### src/dio_consts.vh
// constants for the digital pin block: offsets, fields, resets, timing
`ifndef DIO_CONSTS_VH
`define DIO_CONSTS_VH

// register byte offsets
`define OFF_STATUS    8'h00
`define OFF_GPIO      8'h04
`define OFF_SYNCLOAD  8'h08
`define OFF_IRQ_STAT  8'h0C
`define OFF_IRQ_MASK  8'h10
`define OFF_ADC_DATA  8'h14
`define OFF_EVENTS    8'h18

// status/control fields
`define BIT_EXT_TRIGGER_ENABLE   5
`define BIT_AUTO    4
`define BIT_DATA_AVAIL_FLAG    13
`define BIT_RSTC    14
// gpio register: state in [5:0], function select in [11:8]
`define GPIO_ST_LSB 0
`define GPIO_FN_LSB 8

// irq status bits
`define IRQ_DONE    0
`define IRQ_ALARM   1
`define IRQ_TRIG    2
`define IRQ_LOAD    3

// reset values
`define RST_PIN_STATE 6'h3F
`define RST_PIN_FUNC  4'hF
`define RST_SYNCLOAD  8'h00

// pulse timing
`define PULSE_NS  2000
`define CLK_NS    10

// axi responses
`define RESP_OKAY   2'b00
`define RESP_SLVERR 2'b10

`endif

### src/monitor_digital_io_pins.v
// digital pin logic: data valid, global alarm, trigger, dac load, gpio
//
// Chosen here: the placing of the registers and the AXI4-Lite register port.
`timescale 1ns/1ps
`default_nettype none
`include "dio_consts.vh"

// How it works
// - direct mode done sets flag, data_valid_n low
// - auto mode: 2us low pulse per sequence
// - global_alarm_n low if any alarm set
// - trigger rising edge starts conversion when enabled
// - load edge updates selected dacs together
// - six gpio pins, four dual purpose
// - function select 0 alarm, 1 gpio
// - alarm pin low on alarm, else released
// - gpio output open drain from state bit
// - gpio input reads pin level
// - reset: all function and state bits one
// - flag cleared by read, start, or write zero
// - alarm pins read back inverted alarm bit
module monitor_digital_io_pins #(
  parameter integer NPINS  = 6,
  parameter integer NALARM = 4,
  parameter integer NDAC   = 8
) (
  input  wire              aclk,
  input  wire              aresetn,
  input  wire              clk_en,
  // axi4-lite slave
  input  wire [7:0]        s_axi_awaddr,
  input  wire              s_axi_awvalid,
  output reg               s_axi_awready,
  input  wire [31:0]       s_axi_wdata,
  input  wire [3:0]        s_axi_wstrb,
  input  wire              s_axi_wvalid,
  output reg               s_axi_wready,
  output reg  [1:0]        s_axi_bresp,
  output reg               s_axi_bvalid,
  input  wire              s_axi_bready,
  input  wire [7:0]        s_axi_araddr,
  input  wire              s_axi_arvalid,
  output reg               s_axi_arready,
  output reg  [31:0]       s_axi_rdata,
  output reg  [1:0]        s_axi_rresp,
  output reg               s_axi_rvalid,
  input  wire              s_axi_rready,
  // converter core side, same clock
  input  wire              conv_group_done,
  input  wire [NALARM-1:0] channel_alarm,
  output reg               conv_start,
  output reg  [NDAC-1:0]   dac_update,
  // pins
  output reg               data_valid_n,
  output reg               global_alarm_n,
  input  wire              ext_trigger,
  input  wire              ext_dac_load,
  input  wire [NPINS-1:0]  gpio_in,
  output reg  [NPINS-1:0]  gpio_out,
  output reg  [NPINS-1:0]  gpio_oe,
  output reg               irq
);

  localparam integer PULSE_CYC = (`PULSE_NS + `CLK_NS - 1) / `CLK_NS;
  localparam [15:0] PULSE_LEN = PULSE_CYC[15:0];

  // byte offset compare, used by both decode paths
  function is_off;
    input [7:0] a;
    input [7:0] off;
    begin
      is_off = (a[7:2] == off[7:2]);
    end
  endfunction

  // registers
  reg               ext_trigger_enable_r;
  reg               auto_mode_r;
  reg               data_avail_flag_r;
  reg               reset_done_r;
  reg [NPINS-1:0]   pin_state_bit_r;
  reg [NALARM-1:0]  pin_function_select_r;
  reg [NDAC-1:0]    sync_load_select_r;
  reg [3:0]         irq_stat_r;
  reg [3:0]         irq_mask_r;
  reg [15:0]        pulse_cnt_r;
  reg [NALARM-1:0]  alarm_r;

  // pin synchronisers, first stage read only by second
  reg [1:0]         trig_s_r;
  reg [1:0]         load_s_r;
  reg               trig_d_r;
  reg               load_d_r;
  reg [NPINS-1:0]   gpio_s1_r;
  reg [NPINS-1:0]   gpio_s2_r;

  wire trig_rise = trig_s_r[1] & ~trig_d_r;
  wire load_rise = load_s_r[1] & ~load_d_r;
  wire start_ext = trig_rise & ext_trigger_enable_r;
  wire any_alarm = |alarm_r;

  // axi handshakes
  wire wr_go = s_axi_awvalid & s_axi_wvalid & s_axi_awready & s_axi_wready;
  wire rd_go = s_axi_arvalid & s_axi_arready;

  wire wr_stat  = wr_go && is_off(s_axi_awaddr, `OFF_STATUS) && s_axi_wstrb[1];
  wire rd_data  = rd_go && is_off(s_axi_araddr, `OFF_ADC_DATA);
  wire rd_irq   = rd_go && is_off(s_axi_araddr, `OFF_IRQ_STAT);
  wire wr_start = wr_go && is_off(s_axi_awaddr, `OFF_EVENTS) &&
                  s_axi_wstrb[0] && s_axi_wdata[0];
  wire start_any = start_ext | wr_start;

  // readback of gpio state: alarm pins show inverted alarm, else pin
  reg [NPINS-1:0] gpio_rd;
  integer i;
  always @* begin
    gpio_rd = gpio_s2_r;
    for (i = 0; i < NALARM; i = i + 1) begin
      if (!pin_function_select_r[i]) begin
        gpio_rd[i] = ~alarm_r[i];
      end
    end
  end

  // pin synchronisers and edge memories
  always @(posedge aclk) begin
    if (!aresetn) begin
      trig_s_r  <= 2'b00;
      load_s_r  <= 2'b00;
      trig_d_r  <= 1'b0;
      load_d_r  <= 1'b0;
      gpio_s1_r <= {NPINS{1'b1}};
      gpio_s2_r <= {NPINS{1'b1}};
    end else if (clk_en) begin
      trig_s_r  <= {trig_s_r[0], ext_trigger};
      load_s_r  <= {load_s_r[0], ext_dac_load};
      trig_d_r  <= trig_s_r[1];
      load_d_r  <= load_s_r[1];
      gpio_s1_r <= gpio_in;
      gpio_s2_r <= gpio_s1_r;
    end
  end

  // axi write channel: accept both together, then respond
  always @(posedge aclk) begin
    if (!aresetn) begin
      s_axi_awready <= 1'b0;
      s_axi_wready  <= 1'b0;
      s_axi_bvalid  <= 1'b0;
      s_axi_bresp   <= `RESP_OKAY;
    end else if (clk_en) begin
      s_axi_awready <= 1'b0;
      s_axi_wready  <= 1'b0;
      if (wr_go) begin
        s_axi_bvalid <= 1'b1;
        if (is_off(s_axi_awaddr, `OFF_STATUS) ||
            is_off(s_axi_awaddr, `OFF_GPIO) ||
            is_off(s_axi_awaddr, `OFF_SYNCLOAD) ||
            is_off(s_axi_awaddr, `OFF_IRQ_STAT) ||
            is_off(s_axi_awaddr, `OFF_IRQ_MASK) ||
            is_off(s_axi_awaddr, `OFF_ADC_DATA) ||
            is_off(s_axi_awaddr, `OFF_EVENTS)) begin
          s_axi_bresp <= `RESP_OKAY;
        end else begin
          s_axi_bresp <= `RESP_SLVERR;
        end
      end else if (s_axi_bvalid && s_axi_bready) begin
        s_axi_bvalid <= 1'b0;
      end else if (!s_axi_bvalid && s_axi_awvalid && s_axi_wvalid &&
                   !s_axi_awready) begin
        s_axi_awready <= 1'b1;
        s_axi_wready  <= 1'b1;
      end
    end
  end

  // axi read channel
  always @(posedge aclk) begin
    if (!aresetn) begin
      s_axi_arready <= 1'b0;
      s_axi_rvalid  <= 1'b0;
      s_axi_rdata   <= 32'h0000_0000;
      s_axi_rresp   <= `RESP_OKAY;
    end else if (clk_en) begin
      s_axi_arready <= 1'b0;
      if (rd_go) begin
        s_axi_rvalid <= 1'b1;
        s_axi_rresp  <= `RESP_OKAY;
        s_axi_rdata  <= 32'h0000_0000;
        if (is_off(s_axi_araddr, `OFF_STATUS)) begin
          s_axi_rdata[`BIT_RSTC]  <= reset_done_r;
          s_axi_rdata[`BIT_DATA_AVAIL_FLAG]  <= data_avail_flag_r;
          s_axi_rdata[`BIT_EXT_TRIGGER_ENABLE] <= ext_trigger_enable_r;
          s_axi_rdata[`BIT_AUTO]  <= auto_mode_r;
        end else if (is_off(s_axi_araddr, `OFF_GPIO)) begin
          s_axi_rdata[`GPIO_ST_LSB +: NPINS]  <= gpio_rd;
          s_axi_rdata[`GPIO_FN_LSB +: NALARM] <= pin_function_select_r;
        end else if (is_off(s_axi_araddr, `OFF_SYNCLOAD)) begin
          s_axi_rdata[NDAC-1:0] <= sync_load_select_r;
        end else if (is_off(s_axi_araddr, `OFF_IRQ_STAT)) begin
          s_axi_rdata[3:0] <= irq_stat_r;
        end else if (is_off(s_axi_araddr, `OFF_IRQ_MASK)) begin
          s_axi_rdata[3:0] <= irq_mask_r;
        end else if (is_off(s_axi_araddr, `OFF_ADC_DATA)) begin
          s_axi_rdata[NALARM-1:0] <= alarm_r;   // alarm snapshot
        end else if (is_off(s_axi_araddr, `OFF_EVENTS)) begin
          s_axi_rdata <= 32'h0000_0000;
        end else begin
          s_axi_rresp <= `RESP_SLVERR;
        end
      end else if (s_axi_rvalid && s_axi_rready) begin
        s_axi_rvalid <= 1'b0;
      end else if (!s_axi_rvalid && s_axi_arvalid && !s_axi_arready) begin
        s_axi_arready <= 1'b1;
      end
    end
  end

  // control registers; a write of the reset-done bit as zero clears it
  always @(posedge aclk) begin
    if (!aresetn) begin
      ext_trigger_enable_r  <= 1'b0;
      auto_mode_r           <= 1'b0;
      reset_done_r          <= 1'b1;
      pin_state_bit_r       <= `RST_PIN_STATE;
      pin_function_select_r <= `RST_PIN_FUNC;
      sync_load_select_r    <= `RST_SYNCLOAD;
      irq_mask_r            <= 4'h0;
    end else if (clk_en && wr_go) begin
      if (is_off(s_axi_awaddr, `OFF_STATUS)) begin
        if (s_axi_wstrb[0]) begin
          ext_trigger_enable_r <= s_axi_wdata[`BIT_EXT_TRIGGER_ENABLE];
          auto_mode_r          <= s_axi_wdata[`BIT_AUTO];
        end
        // host may clear but never set the reset-done bit
        if (s_axi_wstrb[1] && !s_axi_wdata[`BIT_RSTC]) begin
          reset_done_r <= 1'b0;
        end
      end else if (is_off(s_axi_awaddr, `OFF_GPIO)) begin
        if (s_axi_wstrb[0]) begin
          pin_state_bit_r <= s_axi_wdata[`GPIO_ST_LSB +: NPINS];
        end
        if (s_axi_wstrb[1]) begin
          pin_function_select_r <= s_axi_wdata[`GPIO_FN_LSB +: NALARM];
        end
      end else if (is_off(s_axi_awaddr, `OFF_SYNCLOAD)) begin
        if (s_axi_wstrb[0]) begin
          sync_load_select_r <= s_axi_wdata[NDAC-1:0];
        end
      end else if (is_off(s_axi_awaddr, `OFF_IRQ_MASK)) begin
        if (s_axi_wstrb[0]) begin
          irq_mask_r <= s_axi_wdata[3:0];
        end
      end
    end
  end

  // data-available flag, auto pulse, conversion start, dac load
  always @(posedge aclk) begin
    if (!aresetn) begin
      data_avail_flag_r <= 1'b0;
      pulse_cnt_r       <= 16'h0000;
      conv_start        <= 1'b0;
      dac_update        <= {NDAC{1'b0}};
      alarm_r           <= {NALARM{1'b0}};
    end else if (clk_en) begin
      conv_start <= start_any;
      dac_update <= load_rise ? sync_load_select_r :
                    {NDAC{1'b0}};
      if (conv_group_done) begin
        alarm_r <= channel_alarm;   // alarms refresh per finished group
      end
      // set wins over the clears
      if (conv_group_done && !auto_mode_r) begin
        data_avail_flag_r <= 1'b1;
      end else if (auto_mode_r || rd_data || start_any ||
                   (wr_stat && !s_axi_wdata[`BIT_DATA_AVAIL_FLAG])) begin
        data_avail_flag_r <= 1'b0;
      end
      if (conv_group_done && auto_mode_r) begin
        pulse_cnt_r <= PULSE_LEN;
      end else if (pulse_cnt_r != 16'h0000) begin
        pulse_cnt_r <= pulse_cnt_r - 16'h0001;
      end
    end
  end

  // sticky interrupt status, cleared by a read; set wins
  wire [3:0] irq_set = {load_rise, start_ext, conv_group_done &
                        (|channel_alarm), conv_group_done};
  always @(posedge aclk) begin
    if (!aresetn) begin
      irq_stat_r <= 4'h0;
      irq       <= 1'b0;
    end else if (clk_en) begin
      irq_stat_r <= (rd_irq ? 4'h0 : irq_stat_r) | irq_set;
      irq        <= |(irq_stat_r & irq_mask_r);
    end
  end

  // alarm function and bits widened to pin width; plain pins never alarm
  wire [NPINS-1:0] alarm_fn_pad = {{(NPINS-NALARM){1'b0}},
                                   ~pin_function_select_r};
  wire [NPINS-1:0] alarm_pad    = {{(NPINS-NALARM){1'b0}}, alarm_r};

  // pin outputs, all registered
  genvar g;
  generate
    for (g = 0; g < NPINS; g = g + 1) begin : g_pin
      always @(posedge aclk) begin
        if (!aresetn) begin
          gpio_oe[g]  <= 1'b0;
          gpio_out[g] <= 1'b0;
        end else if (clk_en) begin
          gpio_out[g] <= 1'b0;                  // open drain, low only
          if (alarm_fn_pad[g]) begin
            gpio_oe[g] <= alarm_pad[g];
          end else begin
            gpio_oe[g] <= ~pin_state_bit_r[g];
          end
        end
      end
    end
  endgenerate

  // status pins
  always @(posedge aclk) begin
    if (!aresetn) begin
      data_valid_n   <= 1'b1;
      global_alarm_n <= 1'b1;
    end else if (clk_en) begin
      data_valid_n   <= auto_mode_r ? (pulse_cnt_r == 16'h0000) :
                        ~data_avail_flag_r;
      global_alarm_n <= ~any_alarm;
    end
  end

endmodule // monitor_digital_io_pins
`default_nettype wire
### config.mk
export PLATFORM = sky130hd
export DESIGN_NAME = monitor_digital_io_pins
export DESIGN_NICKNAME = d
export VERILOG_FILES = /design/src/monitor_digital_io_pins.v
export VERILOG_INCLUDE_DIRS = /design/src /design/src/src
export SDC_FILE = /design/constraint.sdc
export NUM_CORES = 1
export LEC_CHECK = 0
export BUFFER_PORTS_ARGS = -buffer_cell sky130_fd_sc_hd__buf_4
export CAP_MARGIN = 40
export CORE_ASPECT_RATIO = 1.75
export CORE_MARGIN = 1
export CORE_UTILIZATION = 52
export DETAILED_ROUTE_END_ITERATION = 7
export PLACE_DENSITY_LB_ADDON = 0.05
export SLEW_MARGIN = 5
export SYNTH_ARGS = -nofsm -noshare
export SYNTH_HDL_FRONTEND = slang
export SYNTH_SLANG_ARGS = --single-unit
### constraint.sdc
create_clock -name aclk -period 2.5 [get_ports aclk]
set_clock_uncertainty 0.05 [all_clocks]
set_input_delay 0.5 -clock aclk [delete_from_list [all_inputs] [get_ports aclk]]
set_output_delay 0.5 -clock aclk [all_outputs]
set_load 0.005 [all_outputs]
# ---- After elaboration in Yosys (flattened, before gate mapping)
# Index checks and enable logic that the tools add are counted.
dict set report totals {
  wordCells 195
  input_bits 73
  ff_bits 126
}
dict set report op_classes {
  addsub 1
  reduce_logical 59
  mux 59
  n_eq_ne 12
  n_bitwise 29
}
# operator n
set ops {}
lappend ops {{$mux 32} 9}
lappend ops {{$mux 28} 3}
lappend ops {{$eq 6x3->1 const B} 6}
lappend ops {{$mux 16} 2}
lappend ops {{$eq 6x2->1 const B} 4}
lappend ops {{$mux 24} 1}
lappend ops {{$mux 4} 6}
lappend ops {{$mux 2} 11}
lappend ops {{$mux 1} 21}
lappend ops {{$mux 20} 1}
lappend ops {{$logic_and 1x1->1} 19}
lappend ops {{$mux 17} 1}
lappend ops {{$not 1->1} 17}
lappend ops {{$logic_not 16->1} 1}
lappend ops {{$mux 8} 2}
lappend ops {{$reduce_bool 16->1} 1}
lappend ops {{$sub 16x1->16 const B} 1}
lappend ops {{$reduce_and 2->1} 7}
lappend ops {{$eq 6x1->1 const B} 2}
lappend ops {{$logic_not 6->1} 2}
lappend ops {{$reduce_or 4->1} 3}
lappend ops {{$logic_or 1x1->1} 9}
lappend ops {{$and 1x1->1} 8}
lappend ops {{$reduce_and 4->1} 2}
lappend ops {{11 further kinds} 21}

# ---- Logic depth before layout (Yosys ltp)
# Gate-level depths: netlist of run 1.
dict set report logic_depth {
  depth_word 16
  mapped_depth 7
  mapped_depth_nobuf 6
}

# ---- Least setup slack after synthesis of run 1
# OpenSTA, ideal clock, no wires.
dict set report synth_timing {
  kind {register -> register}
  startpoint {register pulse_cnt_r[0]}
  endpoint {register pulse_cnt_r[7]}
  stages_incl_launch_ff 8
  setup_slack_ps 465
  setup_ps 116
  path_buffers 1
  arrival_time_ps 1868
  cell_sequence {dfxtp_1 -> inv_1 -> ha_1 -> or4b_2 -> nor4_2 -> buf_2 -> nand3b_1 -> and4_1}
}
dict set report synth_via {
  elab_chain_len 3
  word_cells_on_any_way 6
  classes_between {add/sub (1); mux (2); reduce/logical (3)}
}
# item line
set synth_lines {}
lappend synth_lines {{start: declaration} monitor_digital_io_pins.v:86} ;# reg [15:0] pulse_cnt_r;
lappend synth_lines {{start signal: assignment} monitor_digital_io_pins.v:283} ;# pulse_cnt_r <= pulse_cnt_r - 16'h0001;
lappend synth_lines {{$sub 16x1->16 or $reduce_bool 16->1 (tied branches)} {monitor_digital_io_pins.v:283, monitor_digital_io_pins.v:282}}
lappend synth_lines {{$mux 16 or $reduce_bool 2->1 (tied branches)} --}
lappend synth_lines {{$mux 16 or $reduce_and 2->1 (tied branches)} --}
# Several ways; a longest one is shown, not always the timed one. The select of a mux whose other input is x is not followed.
# A chain may end at the register's enable or synchronous reset.

# ---- Worst setup path in the final report of run 1
dict set report layout_timing {
  startpoint {register pulse_cnt_r[2]}
  endpoint {register pulse_cnt_r[15]}
}
# The elaborated chain is that of the path after synthesis.

==> results of run 1 <==
==> where the power goes <==
part           switching [mW]  internal (mW)
Clock                   0.601          0.860
Combinational           0.725          0.584
Sequential              0.139           1.83
==> final cells by class <==
class	instances	area (sq um)	area share (%)
multi-input cells	408	2596	43.48
well taps	120	150.1	2.515
repair buffers	99	755.7	12.66
clock buffers	13	270.3	4.526
flip-flops and latches	106	2122	35.54
inverters	8	30.03	0.5029
clock inverters	3	46.29	0.7754
==> critical path, cell delays in order, from the launching register on <==
cell and delay [ps]:
dfxtp_1 330, or3_1 510, or3_1 530, a211o_1 340
o41ai_1 290
==> logic make-up (layout without fill, tap and decap cells) <==
logic type               Yosys count  in the layout  share of synthesized area [%]
multiplexers                      54             54                          10.88
AND/OR/NAND/NOR                  227            227                          24.70
buffers and inverters             67            123                          7.112
other                              1             26                        0.07532
AO/OA/AOI/OAI                     99             99                          14.10
adder cells (fa/ha/maj)            2              2                         0.5026
flip-flops                       106            106                          42.62
==> per-stage QoR <==
| stage | area, sq um | cells |
|---|---|---|
| final | 5971 | 757 |
| after global routing | 5971 | 757 |
| after CTS | 5971 | 757 |
| after detailed placement | 5654 | 741 |
| after global placement | 5654 | 741 |
| after floorplan | 5072 | 581 |
==> layer usage <==
layer | part of all wire, % | wire [microns]
met5 | 0 | 0
met1 | 38 | 4652
met3 | 3.4 | 422
met4 | 4.5 | 556
met2 | 54 | 6707
==> worst paths after layout <==
kind                                                  to  slack (ps)  cells after the start
worst max register to register           pulse_cnt_r[15]         330                      4
worst min register to register            s_axi_rdata[9]         410                      2
worst min-delay path            pin_function_select_r[2]         310                      3
worst max-delay path                     pulse_cnt_r[15]         330                      4
==> layout by cell type (no fill, tap or decap), types with 7 or more instances in the layout <==
cell,instances
a21boi_0,14
a21oi_1,22
clkbuf_16,9
nor2_1,12
conb_1,26
or4_1,7
o211ai_1,8
dfxtp_1,106
nand3_1,29
buf_4,98
nor2b_1,33
or3_1,8
nand2b_1,9
nand4_1,9
o21ai_0,13
inv_1,8
mux2i_1,53
nand2_1,78
==> state kept, by name, summed over array words and instances (netlist names), 4 cells and up <==
signal,flops
irq_stat_r,4
dac_update,8
gpio_s1_r,6
sync_load_select_r,8
gpio_s2_r,6
pin_function_select_r,4
alarm_r,4
irq_mask_r,4
gpio_oe,6
s_axi_rdata,14
pin_state_bit_r,6
pulse_cnt_r,16
==> results.ini, run 1 <==
[finish]
layout-drive-gt1-share_pct=19.62
area_growth_pct=19.93
utilization_pct=65.24
fill_cells=803
antenna_cells=0
nets=707

[die]
dieArea_sq_um=9985
initial_utilization_pct=54.40
ios=138
fp-row-count=46
die_h_microns=131.4
dieWidth_microns=75.97
core_region_area_sq_um=9151

[outcome]
status=finished, final reports clean

[place]
dp.final_hpwl_microns=9368
dp_slack_ps=354.3
io_buffers=87
gp_congestion=0.8632

[clock_network]
clkTransAtPathRegs_ps=70
cts_sinks=106
clk-insertion-delay-late_ps=350
numCtsBuffers=9
cts_tree=done
cts_buffer_depth=2
h-tree-depth=3
cts_resized=0
hold_buffers=0
post_cts_buffers=0
cts-root-buf=clkbuf_16

[critical_path]
r2r-start=pulse_cnt_r[2]
crit_fanout=7
crit_type=reg2reg
cp.arrival_ps=2360
worstSetupEndpointType=flop
startpoint_type=flop
crit_start=pulse_cnt_r[2]
worstPathRequired_ps=2680

[global_routing]
grt.total_usage_pct=25.20
grtUsageMet2_pct=47.63
grt_busiest_layer=met2
use_met1_pct=25.45
grt_pass1_vias=4089
grt_max_degree=43
antenna_found_initial=0
met3_usage_pct=4.097
grt_overflow=0
grt_pass1_wl_microns=19780

[yosys]
synthDominantCellAreaShare_pct=42.62
synthDistinctLibCells=57
synth_area_leader_cell=dfxtp_1
async_flop_share_pct=0
syn-cell-area_sq_um=4979
syn_avg_cell_area_sq_um=8.954
yosys_register_bits=106
ys.flop_type=dfxtp_1
synth_edf_count=0
ys_warn_count=0
syn_inst=556
synth.most_common_cell=dfxtp_1
synth-seq-area-share_pct=42.62
ys_top_cells_by_area=dfxtp_1, mux2i_1, nand2_1, nor2b_1, buf_4
synth_common_cells=dfxtp_1, nand2_1, mux2i_1, nor2b_1, nand3_1

[timing]
post-route-period-util_pct=86.86
final.setup.tns_ps=0
whs_ps=312.7
timing.fmax_mhz=460.5
finalHoldViolations=0
slew_violations=0
setup_violations=0
setup_slack_ps=328.5
period_minus_slack_ps=2172
rsz0062_at_grt=false

[route]
dr_total_vias=4232
wire_per_inst_microns=16.30
drc=0
firstDrtPassIters=4
drt_iter0_drc=204
drtAntennaViolNets=0
routed_wl_microns=12340
vias_per_cell=5.590

[power_and_ir_drop]
ir_drop_uv=733.6
power.density_nw_per_um2=794.1
leakage_nw=2.696
power_mw=4.741

[job]
cap_violations=0

[min_path]
hold_path.class=in2reg
worstHoldStart=s_axi_wdata[10]

(Power assumes the default switching activity.)
==> run 2, diff against run 1 <==
--- a/config.mk
+++ b/config.mk
@@ -6,6 +6,7 @@
 export SDC_FILE = /design/constraint.sdc
 export NUM_CORES = 1
 export LEC_CHECK = 0
+export ABC_AREA = 1
 export BUFFER_PORTS_ARGS = -buffer_cell sky130_fd_sc_hd__buf_4
 export CAP_MARGIN = 40
 export CORE_ASPECT_RATIO = 1.75
==> results.ini, run 2 <==
[place]
placed_cells=900  ; +21%
gp_congestion=0.9203  ; +6.6%
dp_slack_ps=574.6  ; +220.3 ps
io_buffers=87  ; unchanged
placed_area_sq_um=5652  ; about the same
dp.final_hpwl_microns=10290  ; +9.8%

[yosys]
synth-seq-area-share_pct=42.35  ; -0.28 points
syn-cell-area_sq_um=5011  ; +0.65%
syn_avg_cell_area_sq_um=7.038  ; -21%
ys_warn_count=0  ; unchanged
syn_inst=712  ; +28%
ys.flop_type=dfxtp_1
ys_top_cells_by_area=dfxtp_1, nand2_1, a21oi_1, nor2_1, nand3_1
synth_common_cells=nand2_1, dfxtp_1, nor2_1, a21oi_1, inv_1
async_flop_share_pct=0  ; unchanged
yosys_register_bits=106  ; unchanged
synth.most_common_cell=nand2_1
synthDominantCellAreaShare_pct=42.35  ; -0.28 points
synth_edf_count=0  ; unchanged
synth_area_leader_cell=dfxtp_1
synthDistinctLibCells=40  ; -30%

[clock_network]
numCtsBuffers=9  ; unchanged
cts-root-buf=clkbuf_16
clk-insertion-delay-late_ps=340  ; about the same
cts_buffer_depth=2  ; unchanged
clkTransAtPathRegs_ps=70  ; about the same
cts_sinks=106  ; unchanged
cts_resized=0  ; unchanged
post_cts_buffers=0  ; unchanged
cts_tree=done
hold_buffers=0  ; unchanged
h-tree-depth=3  ; unchanged

[critical_path]
crit_type=reg2reg
rr_worst_depth=9  ; +5
startpoint_type=flop
cp.arrival_ps=2010  ; -350 ps
crit_fanout=19  ; +12
worstPathRequired_ps=2680  ; about the same
worstSetupEndpointType=flop
r2r_slack_ps=670  ; +340 ps

[timing]
whs_ps=311.4  ; -1.235 ps
setup_violations=0  ; unchanged
post-route-period-util_pct=73.23  ; -14 points
max-slew-margin-rel_pct=64.31
final.setup.tns_ps=0  ; unchanged
finalHoldViolations=0  ; unchanged
rsz0062_at_grt=false
setup_slack_ps=669.2  ; +340.7 ps
period_minus_slack_ps=1831  ; -340.7 ps
slew_violations=0  ; unchanged
tightest_slew_ps=535.3
timing.fmax_mhz=546.2  ; +19%

[die]
dieWidth_microns=76.21  ; +0.32%
ios=138  ; unchanged
fp-row-count=47  ; +2.2%
die_h_microns=131.9  ; +0.32%
dieArea_sq_um=10050  ; +0.64%
core_region_area_sq_um=9409  ; +2.8%
initial_utilization_pct=53.26  ; -1.1 points

[finish]
layout_common_cells=nand2_1, dfxtp_1, buf_4
antenna_cells=0  ; unchanged
final_cells=916  ; +21%
utilization_pct=63.30  ; -1.9 points
largest_register_ffs=16  ; unchanged
final_common_cell=nand2_1
largest_register=pulse_cnt_r
reg_top3=pulse_cnt_r x16, s_axi_rdata x14
layout-drive-gt1-share_pct=18.26  ; -1.4 points
area_growth_pct=18.85
fill_cells=889  ; +11%
final_area_sq_um=5956  ; -0.25%
nets=864  ; +22%

[route]
routed_wl_microns=13640  ; +11%
wire_per_inst_microns=14.89  ; -8.7%
drt_iter0_drc=260  ; +27%
firstDrtPassIters=5  ; +1
drc=0  ; unchanged
drtAntennaViolNets=0  ; unchanged
vias_per_cell=5.212  ; -6.8%
dr_total_vias=4774  ; +13%

[job]
cap_violations=0  ; unchanged

[global_routing]
grt_pass1_wl_microns=21840  ; +10%
grt.total_usage_pct=27.76  ; +2.6 points
antenna_found_initial=0  ; unchanged
grt_max_degree=58  ; +35%
grt_overflow=0  ; unchanged
grt_pass1_vias=4534  ; +11%

[outcome]
status=finished, final reports clean

[power_and_ir_drop]
ir_drop_uv=585.0  ; -20%
power_mw=5.213  ; +9.9%
leakage_nw=2.787  ; +3.4%
power.density_nw_per_um2=875.3  ; +10%

[min_path]
min_path_cells=3  ; unchanged
hold_path.class=in2reg

-- run 2: cells by family (layout without fill, tap and decap cells) --
kind of cell	count (synthesis)	after routing	share of synthesized area (%)
AOI/OAI and AO/OA	140	140	15.76
xor gates and xnor gates	5	5	0.8739
adders and majority gates	2	2	0.4993
buffers and inverters	124	181	11.81
DFF	106	106	42.35
other	1	26	0.07483
and+or+nand+nor	334	334	28.64
-- run 2: layer usage --
layer,global-route usage (%),wire length [microns],vias to the layer above
li1,-,-,2411
met1,28.46,5060,2215
met2,53.45,7630,115
met3,3.322,404,33
met4,14.85,543,0
met5,0,0,-
-- run 2: layout make-up --
type	instances	area (sq um)	share of cell area, %
inverter	71	267.8	4.496
sequential	106	2122	35.63
tap	122	152.6	2.563
timing repair buffer	94	718.2	12.06
multi-input combinational	507	2391	40.15
clock buffer	10	239.0	4.013
clock inverter	6	65.06	1.092
-- run 2: worst paths after layout --
check,start,to
worst max-delay path,pulse_cnt_r[0],pulse_cnt_r[7]
worst min-delay path,gpio_in[2],gpio_s1_r[2]
worst max register to register,pulse_cnt_r[0],pulse_cnt_r[7]
worst min register to register,pin_state_bit_r[5],gpio_oe[5]
-- run 2: critical path, stage by stage (launching register included) --
cell,delay [ps]
dfxtp_1,330
inv_1,150
ha_1,180
inv_1,80
nor3_2,200
nand3_2,100
nand2_4,200
inv_1,210
o21ai_0,120
a21oi_1,90
-- run 2: where the power goes --
| group | switching, mW | internal [mW] |
|---|---|---|
| registers | 0.171 | 1.84 |
| clock network | 0.629 | 0.806 |
| logic | 1.14 | 0.623 |
| total | 1.94 | 3.27 |
==> run 3, diff against run 2 <==
--- a/config.mk
+++ b/config.mk
@@ -11,7 +11,7 @@
 export CAP_MARGIN = 40
 export CORE_ASPECT_RATIO = 1.75
 export CORE_MARGIN = 1
-export CORE_UTILIZATION = 52
+export CORE_UTILIZATION = 47
 export DETAILED_ROUTE_END_ITERATION = 7
 export PLACE_DENSITY_LB_ADDON = 0.05
 export SLEW_MARGIN = 5
==> constraint.sdc (replaced) <==
create_clock -name aclk -period 1.5 [get_ports aclk]
set_clock_uncertainty 0.05 [all_clocks]
set_input_delay 0.3 -clock aclk [delete_from_list [all_inputs] [get_ports aclk]]
set_output_delay 0.3 -clock aclk [all_outputs]
set_load 0.005 [all_outputs]
==> results.ini, run 3 (same netlist as run 2, synthesis figures left out) <==
[clock_network]
cts-root-buf=clkbuf_16
cts_sinks=106  ; unchanged
numCtsBuffers=9  ; unchanged
hold_buffers=0  ; unchanged
cts_buffer_depth=2  ; unchanged
h-tree-depth=3  ; unchanged
clkTransAtPathRegs_ps=70  ; about the same
cts_tree=done
clk-insertion-delay-late_ps=350  ; about the same

[place]
gp_congestion=0.9360  ; +1.7%
io_buffers=87  ; unchanged
dp_slack_ps=-116.3  ; -690.9 ps
dp.final_hpwl_microns=11040  ; +7.4%

[timing]
slew_violations=0  ; unchanged
timing.fmax_mhz=646.0  ; +18%
finalHoldViolations=0  ; unchanged
setup_slack_ps=-48.01  ; -717.2 ps
whs_ps=107.9  ; -203.5 ps
setup_violations=10  ; +10
period_minus_slack_ps=1548  ; -282.8 ps
post-route-period-util_pct=103.2  ; +30 points
rsz0062_at_grt=true

[global_routing]
grt_max_degree=39  ; -33%
grt_pass1_wl_microns=22850  ; +4.6%
grt.total_usage_pct=26.96  ; -0.80 points
grt_overflow=0  ; unchanged
antenna_found_initial=0  ; unchanged
grt_pass1_vias=4924  ; +8.6%

[critical_path]
crit_type=reg2reg
cp.arrival_ps=1730  ; -280 ps
r2r_end=pulse_cnt_r[7]
rr_worst_depth=8  ; -1
worstSetupEndpointType=flop
r2r-start=pulse_cnt_r[10]
r2r_slack_ps=-50  ; -720 ps
worstPathRequired_ps=1680  ; -1000 ps
crit_fanout=8  ; -11
startpoint_type=flop

[die]
core_region_area_sq_um=10300  ; +9.5%
dieWidth_microns=80.06  ; +5.1%
dieArea_sq_um=11100  ; +10%
fp-row-count=49  ; +4.3%
initial_utilization_pct=48.65  ; -4.6 points
ios=138  ; unchanged
die_h_microns=138.6  ; +5.1%

[finish]
reg_top3=pulse_cnt_r x16, s_axi_rdata x14
fill_cells=972  ; +9.3%
largest_register=pulse_cnt_r
area_growth_pct=31.44
utilization_pct=63.95  ; +0.65 points
nets=923  ; +6.8%
final_common_cell=nand2_1
layout_common_cells=nand2_1, buf_4, dfxtp_1
antenna_cells=0  ; unchanged
layout-drive-gt1-share_pct=28.14  ; +9.9 points
largest_register_ffs=16  ; unchanged

[power_and_ir_drop]
pwr-share-clk_pct=22.5  ; -5.0 points
ir_drop_uv=1104  ; +89%
power.density_nw_per_um2=1518  ; +73%
p_sw_mw=3.802  ; +96%
leakage_nw=3.088  ; +11%
power_frac_comb_pct=44.0  ; +10 points
switching_share_pct=38.02  ; +0.77 points
power_frac_seq_pct=33.6  ; -5.0 points
power_mw=10.00  ; +92%
p_int_mw=6.199  ; +89%

[route]
firstDrtPassIters=5  ; unchanged
drtAntennaViolNets=0  ; unchanged
drt_iter0_drc=292  ; +12%
routed_wl_microns=14610  ; +7.1%
wire_per_inst_microns=14.91  ; +0.13%
dr_total_vias=5042  ; +5.6%
vias_per_cell=5.145  ; -1.3%
drc=0  ; unchanged

[min_path]
hold_end=gpio_s1_r[4]
hold_path.class=in2reg
worstHoldStart=gpio_in[4]
min_path_cells=3  ; unchanged

[job]
cap_violations=0  ; unchanged

[outcome]
status=complete, but fails checks
violations=setup timing

## run 3: metrics by stage
| stage | instance area [sq um] | setup TNS (ps) | std cells |
|---|---|---|---|
| 5_1_grt | 6586 | -1489 | 980 |
| 6_report | 6586 | -232.3 | 980 |
| 4_1_cts | 6477 | -333.7 | 978 |
| 3_3_place_gp | 6113 | -608.1 | 959 |
| 2_1_floorplan | 5105 | 0 | 737 |
| 3_5_place_dp | 6113 | -1577 | 959 |
## run 3: final cells by class
cell class                 instances  area [sq um]  area share, %
clock buffer                      11         232.7          3.533
clock inverter                     5         43.79         0.6649
inverter                          71         276.5          4.198
multi-input combinational        507          2515          38.18
sequential                       106          2137          32.45
tap                              127         158.9          2.413
timing repair buffer             153          1222          18.56
## run 3: metal layers
metal / share of wire (%) / global-route usage [%] / routed length (microns)
met5: 0 / 0 / 0
met4: 3.9 / 15.32 / 573
met3: 3.2 / 3.421 / 471
met2: 56 / 51.10 / 8200
met1: 37 / 27.01 / 5365
## run 3: worst max-delay path, cell delays in order, from the launching register on
cell and delay (ps):
dfxtp_1 330, nor2_2 170, nand2_1 120, nor2_2 130, nand3_2 100, nand2_4 140, clkinvlp_4 190, o21ai_0 110
a21oi_1 80
## run 3: power by group through the flow
stage | logic, mW | registers [mW] | clock network, mW
floorplan | 2.26 | 3.33 | 0
global placement | 3.60 | 3.31 | 0
detailed placement | 3.66 | 3.33 | 0
CTS | 4.03 | 3.29 | 2.27
global route | 4.81 | 3.38 | 2.38
finish | 4.40 | 3.36 | 2.25
## run 3: repair_timing
item                                    in CTS  in global routing
buffers inserted                             3                  2
pin swaps                                    9                 16
resized for setup                           22                 35
endpoints found under the setup margin      16                 19
## run 3: worst max path at each step
stage,startpoint,cells after the start,endpoint,slack (ps)
2_1_floorplan,pulse_cnt_r[0],10,pulse_cnt_r[10],20
3_3_place_gp,pulse_cnt_r[0],7,pulse_cnt_r[8],-90
3_5_place_dp,pulse_cnt_r[0],7,pulse_cnt_r[8],-120
4_1_cts,pulse_cnt_r[1],9,pulse_cnt_r[0],-80
5_1_grt,pulse_cnt_r[10],8,pulse_cnt_r[6],-140
6_report,pulse_cnt_r[10],8,pulse_cnt_r[7],-50
